<file path="config.mk">
export PLATFORM = sky130hd
export DESIGN_NAME = wdp_watchdog
export DESIGN_NICKNAME = d
export VERILOG_FILES = /design/src/pkg/wdp_pkg.sv /design/src/hw/wdp_watchdog.sv
export SDC_FILE = /design/constraint.sdc
export NUM_CORES = 1
export LEC_CHECK = 0
export CAP_MARGIN = 10
export CORE_MARGIN = 5
export CORE_UTILIZATION = 57
export DETAILED_ROUTE_END_ITERATION = 10
export DONT_BUFFER_PORTS = 1
export PLACE_DENSITY_LB_ADDON = 0.3
export SLEW_MARGIN = 20
export SYNTH_ARGS = -nofsm -noshare
export SYNTH_HDL_FRONTEND = slang
export SYNTH_SLANG_ARGS = --single-unit
</file>
<file path="constraint.sdc">
create_clock -name clk_i -period 2.3 [get_ports clk_i]
set_input_delay 0.46 -clock clk_i [delete_from_list [all_inputs] [get_ports clk_i]]
set_output_delay 0.46 -clock clk_i [all_outputs]
set_load 0.02 [all_outputs]
</file>
<file path="src/pkg/wdp_pkg.sv">
// Shared constants and carrier types for the watchdog with postscaler.
package wdp_pkg;

  // --------------------------------------------------------------------
  // Register map (byte addresses on the bus)
  // --------------------------------------------------------------------
  localparam int unsigned AW = 16;
  // Printed indices; the byte address is four times the index.
  localparam logic [AW-1:0] OPT_IDX  = 16'h0081;
  localparam logic [AW-1:0] CFG_IDX  = 16'h2007;
  localparam logic [AW-1:0] OPT_ADR  = 16'h0204;
  localparam logic [AW-1:0] CFG_ADR  = 16'h801C;
  localparam logic [AW-1:0] STAT_ADR = 16'h0000;
  localparam logic [AW-1:0] EVT_ADR  = 16'h0004;
  localparam logic [AW-1:0] MASK_ADR = 16'h0008;
  localparam logic [AW-1:0] CNT_ADR  = 16'h000C;

  // --------------------------------------------------------------------
  // Field positions and reset values
  // --------------------------------------------------------------------
  localparam int unsigned CFG_EN_BIT   = 2;
  localparam int unsigned OPT_ASSIGN   = 3;
  localparam int unsigned EVT_RESET    = 0;
  localparam int unsigned EVT_WAKE     = 1;
  localparam logic [7:0]  OPT_RST      = 8'hFF;
  localparam logic [7:0]  CFG_RST      = 8'h00;
  localparam logic [1:0]  EVT_RST      = 2'h0;
  localparam logic [1:0]  MASK_RST     = 2'h0;

  // --------------------------------------------------------------------
  // Carrier types
  // --------------------------------------------------------------------
  typedef struct packed {
    logic          cyc;
    logic          stb;
    logic          we;
    logic [AW-1:0] adr;
    logic [3:0]    sel;
    logic [31:0]   dat;
  } wdp_wb_req_t;

  typedef struct packed {
    logic clr_tgl;  // Flips once per clear-watchdog instruction.
    logic slp_tgl;  // Flips once per sleep instruction.
    logic global_irq_enable;      // Global interrupt enable level.
  } wdp_core_t;

endpackage

</file>
<file path="src/hw/wdp_watchdog.sv">
// Watchdog timer with shared postscaler and a Wishbone register slave.
`timescale 1ns/1ps
module wdp_watchdog #(
  parameter int unsigned BASE_CYCLES = 2304
) (
  // Clock and reset
  input  wire logic                 clk_i,
  input  wire logic                 rst_i,
  // Register bus
  input  wire wdp_pkg::wdp_wb_req_t wb_req_i,
  output logic                      wb_ack_o,
  output logic [31:0]               wb_dat_o,
  // Core side
  input  wire wdp_pkg::wdp_core_t   core_i,
  input  wire logic [7:0]           cfg_strap_i,
  input  wire logic                 timer_zero_tick_i,
  // Results
  output logic                      wdt_reset_o,
  output logic                      wdt_wake_o,
  output logic                      resume_inline_o,
  output logic                      timeout_status_o,
  output logic                      asleep_o,
  output logic                      timer_zero_inc_o,
  output logic                      irq_o
);

  localparam int unsigned BW = $clog2(BASE_CYCLES + 1);
  localparam logic [BW-1:0] BASE_LAST = BW'(BASE_CYCLES - 1);

  // --------------------------------------------------------------------
  // Core signal synchronisers
  // --------------------------------------------------------------------
  logic [2:0] clr_sy_q, clr_sy_d;
  logic [2:0] slp_sy_q, slp_sy_d;
  logic [1:0] gie_sy_q, gie_sy_d;
  logic       clr_evt, slp_evt, gie_s;

  // Shift the toggles through three stages and the enable level through two.
  always_comb
  begin
    clr_sy_d = {clr_sy_q[1:0], core_i.clr_tgl};
    slp_sy_d = {slp_sy_q[1:0], core_i.slp_tgl};
    gie_sy_d = {gie_sy_q[0], core_i.global_irq_enable};
  end

  always_ff @(posedge clk_i)
  begin
    if (rst_i)
    begin
      clr_sy_q <= 3'h0;
      slp_sy_q <= 3'h0;
      gie_sy_q <= 2'h0;
    end
    else
    begin
      clr_sy_q <= clr_sy_d;
      slp_sy_q <= slp_sy_d;
      gie_sy_q <= gie_sy_d;
    end
  end

  // Edges are taken only between the second and third stages.
  assign clr_evt = clr_sy_q[2] ^ clr_sy_q[1];
  assign slp_evt = slp_sy_q[2] ^ slp_sy_q[1];
  assign gie_s   = gie_sy_q[1];

  // --------------------------------------------------------------------
  // Register file
  // --------------------------------------------------------------------
  logic [7:0]  opt_q, opt_d, cfg_q, cfg_d;
  logic [1:0]  evt_q, evt_d, mask_q, mask_d;
  logic        loaded_q, loaded_d, ack_d, irq_d;
  logic [31:0] rdat_d;
  logic        acc, wr, fuse_en, assign_wdt;
  logic [2:0]  rate;
  logic        timeout;
  logic [7:0]  scl_q;
  logic        asleep_q, tos_q, inl_q;

  assign acc        = wb_req_i.cyc & wb_req_i.stb & ~wb_ack_o;
  assign wr         = acc & wb_req_i.we & wb_req_i.sel[0];
  assign fuse_en    = loaded_q & cfg_q[wdp_pkg::CFG_EN_BIT];
  assign assign_wdt = opt_q[wdp_pkg::OPT_ASSIGN];
  assign rate       = opt_q[2:0];

  // Decode writes and reads; events set sticky bits and beat a clear.
  always_comb
  begin
    opt_d    = opt_q;
    cfg_d    = cfg_q;
    mask_d   = mask_q;
    loaded_d = 1'b1;
    evt_d    = evt_q;
    rdat_d   = 32'h0;
    ack_d    = acc;
    if (!loaded_q)
      cfg_d = cfg_strap_i;
    if (wr && wb_req_i.adr == wdp_pkg::OPT_ADR)
      opt_d = wb_req_i.dat[7:0];
    // The enable fuse can only be cleared, never set again.
    if (wr && loaded_q && wb_req_i.adr == wdp_pkg::CFG_ADR)
      cfg_d = wb_req_i.dat[7:0] & (8'hFF ^ 8'h04 | cfg_q);
    if (wr && wb_req_i.adr == wdp_pkg::MASK_ADR)
      mask_d = wb_req_i.dat[1:0];
    if (wr && wb_req_i.adr == wdp_pkg::EVT_ADR)
      evt_d = evt_d & ~wb_req_i.dat[1:0];
    if (timeout && !asleep_q)
      evt_d[wdp_pkg::EVT_RESET] = 1'b1;
    if (timeout && asleep_q)
      evt_d[wdp_pkg::EVT_WAKE] = 1'b1;
    unique case (wb_req_i.adr)
      wdp_pkg::OPT_ADR:  rdat_d = {24'h0, opt_q};
      wdp_pkg::CFG_ADR:  rdat_d = {24'h0, cfg_q};
      wdp_pkg::STAT_ADR: rdat_d = {29'h0, inl_q, asleep_q, tos_q};
      wdp_pkg::EVT_ADR:  rdat_d = {30'h0, evt_q};
      wdp_pkg::MASK_ADR: rdat_d = {30'h0, mask_q};
      wdp_pkg::CNT_ADR:  rdat_d = {24'h0, scl_q};
      default:           rdat_d = 32'h0;
    endcase
    irq_d = |(evt_d & mask_d);
  end

  always_ff @(posedge clk_i)
  begin
    if (rst_i)
    begin
      opt_q    <= wdp_pkg::OPT_RST;
      cfg_q    <= wdp_pkg::CFG_RST;
      mask_q   <= wdp_pkg::MASK_RST;
      evt_q    <= wdp_pkg::EVT_RST;
      loaded_q <= 1'b0;
      wb_ack_o <= 1'b0;
      wb_dat_o <= 32'h0;
      irq_o    <= 1'b0;
    end
    else
    begin
      opt_q    <= opt_d;
      cfg_q    <= cfg_d;
      mask_q   <= mask_d;
      evt_q    <= evt_d;
      loaded_q <= loaded_d;
      wb_ack_o <= ack_d;
      wb_dat_o <= rdat_d;
      irq_o    <= irq_d;
    end
  end

  // --------------------------------------------------------------------
  // Counter, shared scaler and time-out
  // --------------------------------------------------------------------
  logic [BW-1:0] base_q, base_d;
  logic [7:0]    scl_d, wdt_last, t0_last;
  logic          clr, base_hit, t0_inc_d;
  assign clr      = clr_evt | slp_evt;
  assign base_hit = base_q == BASE_LAST;
  assign wdt_last = 8'((9'h1 << rate) - 9'h1);
  assign t0_last  = 8'((9'h2 << rate) - 9'h1);
  // The clear instructions block a time-out in the same cycle.
  assign timeout  = fuse_en & base_hit & ~clr &
                    (~assign_wdt | scl_q == wdt_last);

  // Count basic periods; the scaler serves whichever user owns it.
  always_comb
  begin
    base_d   = base_q + BW'(1);
    scl_d    = scl_q;
    t0_inc_d = 1'b0;
    if (!fuse_en || clr || base_hit)
      base_d = '0;
    if (assign_wdt)
    begin
      if (clr || timeout)
        scl_d = 8'h0;
      else if (fuse_en && base_hit)
        scl_d = scl_q + 8'h1;
    end
    else if (timer_zero_tick_i)
    begin
      t0_inc_d = scl_q == t0_last;
      scl_d    = t0_inc_d ? 8'h0 : scl_q + 8'h1;
    end
  end

  always_ff @(posedge clk_i)
  begin
    if (rst_i)
    begin
      base_q           <= '0;
      scl_q            <= 8'h0;
      timer_zero_inc_o <= 1'b0;
    end
    else
    begin
      base_q           <= base_d;
      scl_q            <= scl_d;
      timer_zero_inc_o <= t0_inc_d;
    end
  end

  // --------------------------------------------------------------------
  // Sleep state and time-out results
  // --------------------------------------------------------------------
  logic asleep_d, tos_d, inl_d, rst_d, wake_d;
  // Decide between reset and wake-up and track the status bit.
  always_comb
  begin
    rst_d    = timeout & ~asleep_q;
    wake_d   = timeout & asleep_q;
    asleep_d = asleep_q;
    tos_d    = tos_q;
    inl_d    = inl_q;
    if (clr_evt)
      tos_d = 1'b1;
    if (timeout)
      tos_d = 1'b0;
    if (slp_evt)
    begin
      asleep_d = 1'b1;
      inl_d    = 1'b0;
    end
    if (wake_d)
    begin
      asleep_d = 1'b0;
      inl_d    = ~gie_s;
    end
  end

  always_ff @(posedge clk_i)
  begin
    if (rst_i)
    begin
      asleep_q    <= 1'b0;
      tos_q       <= 1'b1;
      inl_q       <= 1'b0;
      wdt_reset_o <= 1'b0;
      wdt_wake_o  <= 1'b0;
    end
    else
    begin
      asleep_q    <= asleep_d;
      tos_q       <= tos_d;
      inl_q       <= inl_d;
      wdt_reset_o <= rst_d;
      wdt_wake_o  <= wake_d;
    end
  end

  // Status outputs mirror their registers.
  assign timeout_status_o = tos_q;
  assign asleep_o         = asleep_q;
  assign resume_inline_o  = inl_q;
endmodule // wdp_watchdog

</file>
# ---- Word-level counts from Yosys, hierarchy flattened
# Cells that the tools add are included.
dict set report op_classes {
  n_addsub 4
  multipliers 0
  n_div 0
  order_cmp 0
  eq_ne 10
  n_shift 2
  mux 17
  n_bitwise 24
  n_reduce_logical 22
}
# operator count
set op_table {}
lappend op_table {{8-bit two-way mux} 7}
lappend op_table {{8-bit one-hot mux with 6 select lines} 1}
lappend op_table {{16-bit by 4-bit equality test with 1-bit output (second input constant)} 2}
lappend op_table {{16-bit by 10-bit equality test with 1-bit output (second input constant)} 1}
lappend op_table {{16-bit equality test (second input constant)} 1}
lappend op_table {{16-bit by 3-bit equality test with 1-bit output (second input constant)} 1}
lappend op_table {{8-bit equality test} 2}
lappend op_table {{16-bit logical NOT} 1}
lappend op_table {{8-bit by 1-bit subtractor with 8-bit output (second input constant)} 2}
lappend op_table {{12-bit by 1-bit adder with 12-bit output (second input constant)} 1}
lappend op_table {{12-bit equality test (second input constant)} 1}
lappend op_table {{1-bit AND} 10}
lappend op_table {{8-bit by 1-bit adder with 8-bit output (second input constant)} 1}
lappend op_table {{8-bit AND} 1}
lappend op_table {{1-bit logical AND} 8}
lappend op_table {{1-bit by 3-bit << shifter with 8-bit output (first input constant)} 1}
lappend op_table {{2-bit by 3-bit << shifter with 8-bit output (first input constant)} 1}
lappend op_table {{1-bit two-way mux} 7}
lappend op_table {{1-bit inverter} 6}
lappend op_table {{2-bit nonzero test} 3}
lappend op_table {{2-bit OR reduction} 3}
lappend op_table {{2-bit AND} 2}
lappend op_table {{2-bit two-way mux} 2}
lappend op_table {{1-bit logical OR} 3}
lappend op_table {{other kinds (8)} 11}
dict set report totals {
  regBits 89
  latchBits 0
  mem_bits_rw 0
  rom_bits 0
  input_bits 69
  out_inout_bits 40
  elab_cells 98
  memories 0
}

# ---- Logic depth before layout (Yosys ltp)
dict set report depth {
  ltp_word 9
  mapped_depth 8
  mapped_depth_nobuf 7
}

# ---- Worst setup path after synthesis
# No wires, ideal clock.
dict set report synth_path {
  kind {reg2reg}
  start {reg opt_q[2]}
  end {reg scl_q[1]}
  arrival_ns 1.995
  required_time_ns 2.184
  path_slack_ns 0.189
  path_stages_with_launch 8
  path_buffers 1
  period_less_slack_ns 2.111
  cell_sequence {dfxtp_1 > buf_4 > xor2_1 > a21oi_1 > or4_4 > o41ai_4 > nor2_1 > a31o_1}
}
dict set report synth_between {
  elab_chain_len 8
  word_cells_on_any_way 15
  cone_classes {2 x add/sub; 3 x eq/ne; 2 x shift; 4 x mux; 2 x bitwise; 2 x reduce/logical}
}
# item line_no
set synth_rtl {}
lappend synth_rtl {{start, declared} wdp_watchdog.sv:70} ;# logic [7:0] opt_q, opt_d, cfg_q, cfg_d;
lappend synth_rtl {{start signal, assigned} wdp_watchdog.sv:127} ;# opt_q <= wdp_pkg::OPT_RST;
lappend synth_rtl {{start signal, assigned} wdp_watchdog.sv:138} ;# opt_q <= opt_d;
lappend synth_rtl {{1-bit by 3-bit << shifter with 8-bit output} wdp_watchdog.sv:157} ;# assign wdt_last = 8'((9'h1 << rate) - 9'h1);
lappend synth_rtl {{8-bit by 1-bit subtractor with 8-bit output} wdp_watchdog.sv:157}
lappend synth_rtl {{8-bit equality test} wdp_watchdog.sv:161} ;# (~assign_wdt | scl_q == wdt_last);
lappend synth_rtl {{1-bit bitwise OR} wdp_watchdog.sv:161}
lappend synth_rtl {{1-bit AND} wdp_watchdog.sv:160} ;# assign timeout = fuse_en & base_hit & ~clr &
lappend synth_rtl {{1-bit logical OR} wdp_watchdog.sv:173} ;# if (clr || timeout)
lappend synth_rtl {{3-bit by 1-bit != test with 1-bit output (no source line) or 8-bit two-way mux (tied branches)} n/a}
lappend synth_rtl {{2-bit AND reduction (no source line) or 8-bit two-way mux (tied branches)} n/a}
lappend synth_rtl {{end signal, assigned} wdp_watchdog.sv:196} ;# scl_q <= scl_d;
lappend synth_rtl {{end, declared} wdp_watchdog.sv:77} ;# logic [7:0] scl_q;
# Several ways; a longest one is shown, not always the timed one. The select of a mux whose other input is x is not followed.
# A chain may end at the register's enable or synchronous reset.

# ---- Worst setup path after layout
dict set report layout_path {
  start {reg opt_q[1]}
  end {reg scl_q[6]}
}
# Same word-level chain as after synthesis.

==> results.yml <==
status:
  outcome: "completed"
pwr:
  p_seq_share_pct: 50.5
  switching_share_pct: 21.7
  pwr-share-clk_pct: 44.3
  power_density_mw_per_mm2: 659
  combPwrFrac_pct: 5.1
  internal_power_mw: 1.79
  power.leakage_nw: 1.31
  power_mw: 2.29
  p_switching_mw: 0.497
  peakVddDrop_mv: 0.529
cts:
  clock-sinks: 65
  htreeDepth: 3
  clk_pin_slew_ps: 60
  holdBufCountCts: 0
  root_buffer: "clkbuf_8"
  numCtsBuffers: 9
  cts_tree: "done"
  clk_path_buf_depth: 2
  clock_latency_ps: 350
logic_synthesis:
  synth.most_common_cell: "dfxtp_1"
  ys_async_sr_fraction_pct: 0
  seq_area_frac_synth_pct: 40.2
  synth_edf_count: 0
  synth_seq_cells: 65
  ys_types: 56
  synth_common_cells: "dfxtp_1 (65), nand2_1 (39), nor2_1 (37), buf_4 (25), clkbuf_1 (18)"
  netlist_area_sq_mm: 0.00323
  yosys_warnings: 0
  syn_inst: 381
  avgSynthCellArea_sq_um: 8.49
  synthFlopType: "dfxtp_1"
  yosysTopAreaCellShare_pct: 40.2
  synthTopCellsByArea: "dfxtp_1 (40%), buf_4 (5.8%), nand2_1 (4.5%)"
  synth_top_area_cell: "dfxtp_1"
grt:
  antenna_found_initial: 0
  grt_util_met3_pct: 5.73
  grt_overflow: 0
  grt_first_pass_wirelength_um: 12200
  grt_start_max_net_pins: 39
  grt_pass1_vias: 2556
  busiest_layer: "met2"
  grt_usage_pct: 20.7
  met2_usage_pct: 34.0
  met1_usage_pct: 25.8
timing:
  worst_pin_slew_ps: 767
  min_period_over_period_pct: 95.7
  maxSlewHeadroom_pct: 48.4
  setup-violations-final: 0
  hold_viol_final: 0
  finalMaxSlewViolations: 0
  finClkSkew_ps: 9.34
  rsz0062_at_grt: "yes"
  setup_slack_ps: 99.0
  finalCriticalPeriod_ps: 2200
  final.setup.tns_ps: 0
  timing.fmax_mhz: 454
critical_path:
  crit_type: "reg -> reg"
  reg2reg_slack_ps: 100
  crit_path_start: "opt_q[1]"
  crit_path_end: "scl_q[6]"
  critical_path_required_ps: 2520
  arrival_ps: 2420
  r2r_start: "opt_q[1]"
  rr_worst_depth: 6
  r2r_end: "scl_q[6]"
  start_kind: "flip-flop"
  critPathMaxFanout: 6
  critPathCaptureType: "flip-flop"
floorplanning:
  core_sq_mm: 0.00551
  fp.dieW_um: 85.3
  pin_count: 109
  die_height_um: 85.3
  rows: 27
  dieArea_sq_mm: 0.00728
  start_util_pct: 58.7
final_layout:
  fill_cells: 483
  post-route-util_pct: 63.1
  seqCellArea_sq_mm: 0.00130
  fin_nets: 455
  drive_gt1_share_pct: 10.0
  syn2layout_area_growth_pct: 7.47
  n_antenna_cell: 0
  multi_input_area_sq_mm: 0.00174
  finalNonFillerCells: 461
detailed_routing:
  drt_iter0_drc: 194
  post-route-drc-count: 0
  antenna_left: 0
  wirelength_um: 7540
  via_per_inst: 5.84
  wl_per_cell_um: 16.3
  vias: 2690
  first_pass_iters: 5
placement:
  place_congestion: 0.838
  port_buffers: 0
  place_hpwl_um: 5410
  dp.cells: 444
  place_ws_ps: 61.8
flow_run:
  max_cap_violations: 0
worst_hold_path:
  hold_path_depth: 1
  hold_class: "in -> reg"
how the worst min path moves through the flow:
stage	slack (ps)	start	endpoint
finish	180	rst_i	resume_inline_o
global placement	420	clr_sy_q[0]	clr_sy_q[1]
CTS	170	rst_i	cfg_q[1]
global route	170	rst_i	evt_q[1]
floorplan	410	clr_sy_q[0]	clr_sy_q[1]
detailed placement	430	slp_sy_q[0]	slp_sy_q[1]
through the flow:
| stage | instance area, sq um | hold slack [ps] |
|---|---|---|
| final | 3470 | 184 |
| after global routing | 3470 | 173 |
| after CTS | 3450 | 169 |
| after detailed placement | 3240 | 427 |
| after global placement | 3240 | 421 |
| after floorplan | 3320 | 414 |
layout by cell type, fill, tap and decap left out, drive strengths merged, types with 8 or more instances in the layout:
cell type | Yosys | layout
a21oi | 8 | 8
and3 | 8 | 8
buf | 27 | 14
clkbuf | 18 | 13
conb | 1 | 24
dfxtp | 65 | 65
inv | 10 | 10
nand2 | 39 | 39
nand2b | 12 | 12
nand3 | 17 | 17
nor2 | 37 | 37
nor2b | 17 | 17
nor3 | 10 | 10
xor2 | 10 | 10
sequential cells by signal (all words and copies together), names as in the netlist, 2 cells and up:
| name | flops |
|---|---|
| base_q | 12 |
| cfg_q | 8 |
| opt_q | 8 |
| scl_q | 8 |
| wb_dat_o | 8 |
| clr_sy_q | 3 |
| slp_sy_q | 3 |
| evt_q | 2 |
| gie_sy_q | 2 |
| mask_q | 2 |
routing by layer:
| metal | vias to the layer above | wire, um |
|---|---|---|
| li1 | 1314 | - |
| met1 | 1249 | 3180 |
| met2 | 114 | 3640 |
| met3 | 13 | 567 |
| met4 | 0 | 142 |
| met5 | - | 0 |
cell type report:
type	instances	share of cell area [%]
timing repair buffer	14	3.02
inverter	10	1.08
clock inverter	3	1.87
tap	72	2.59
multi-input combinational	284	50.0
sequential	65	37.5
clock buffer	13	4.00
power by group through the flow:
stage | Sequential (mW) | Combinational, mW | Clock (mW)
after floorplan | 1.18 | 0.137 | 0
after global placement | 1.18 | 0.110 | 0
after detailed placement | 1.18 | 0.112 | 0
after CTS | 1.16 | 0.112 | 1.03
after global routing | 1.16 | 0.129 | 1.08
final | 1.16 | 0.118 | 1.01
critical path: stages, from the launching register on:
cell and delay, ps:
dfxtp_1 370, xor2_1 250, a21oi_1 130, or4_4 570, o311ai_2 350, a21o_1 290
o211ai_1 130
cell families after synthesis:
logic type,Yosys count,synth area share [%]
AOI/OAI and AO/OA,66,16.8
xor gates and xnor gates,16,4.33
and+or+nand+nor,172,27.1
adders and majority gates,2,0.774
other,1,0.116
muxes,4,1.32
buffers and inverters,55,9.33
DFF,65,40.2
what timing repair did:
item	4_1_cts	5_1_grt
buffers inserted	0	1
endpoints found under the hold margin	0	0
gates resized for setup	0	4
setup endpoints to repair	0	7
(Power assumes the default switching activity.)
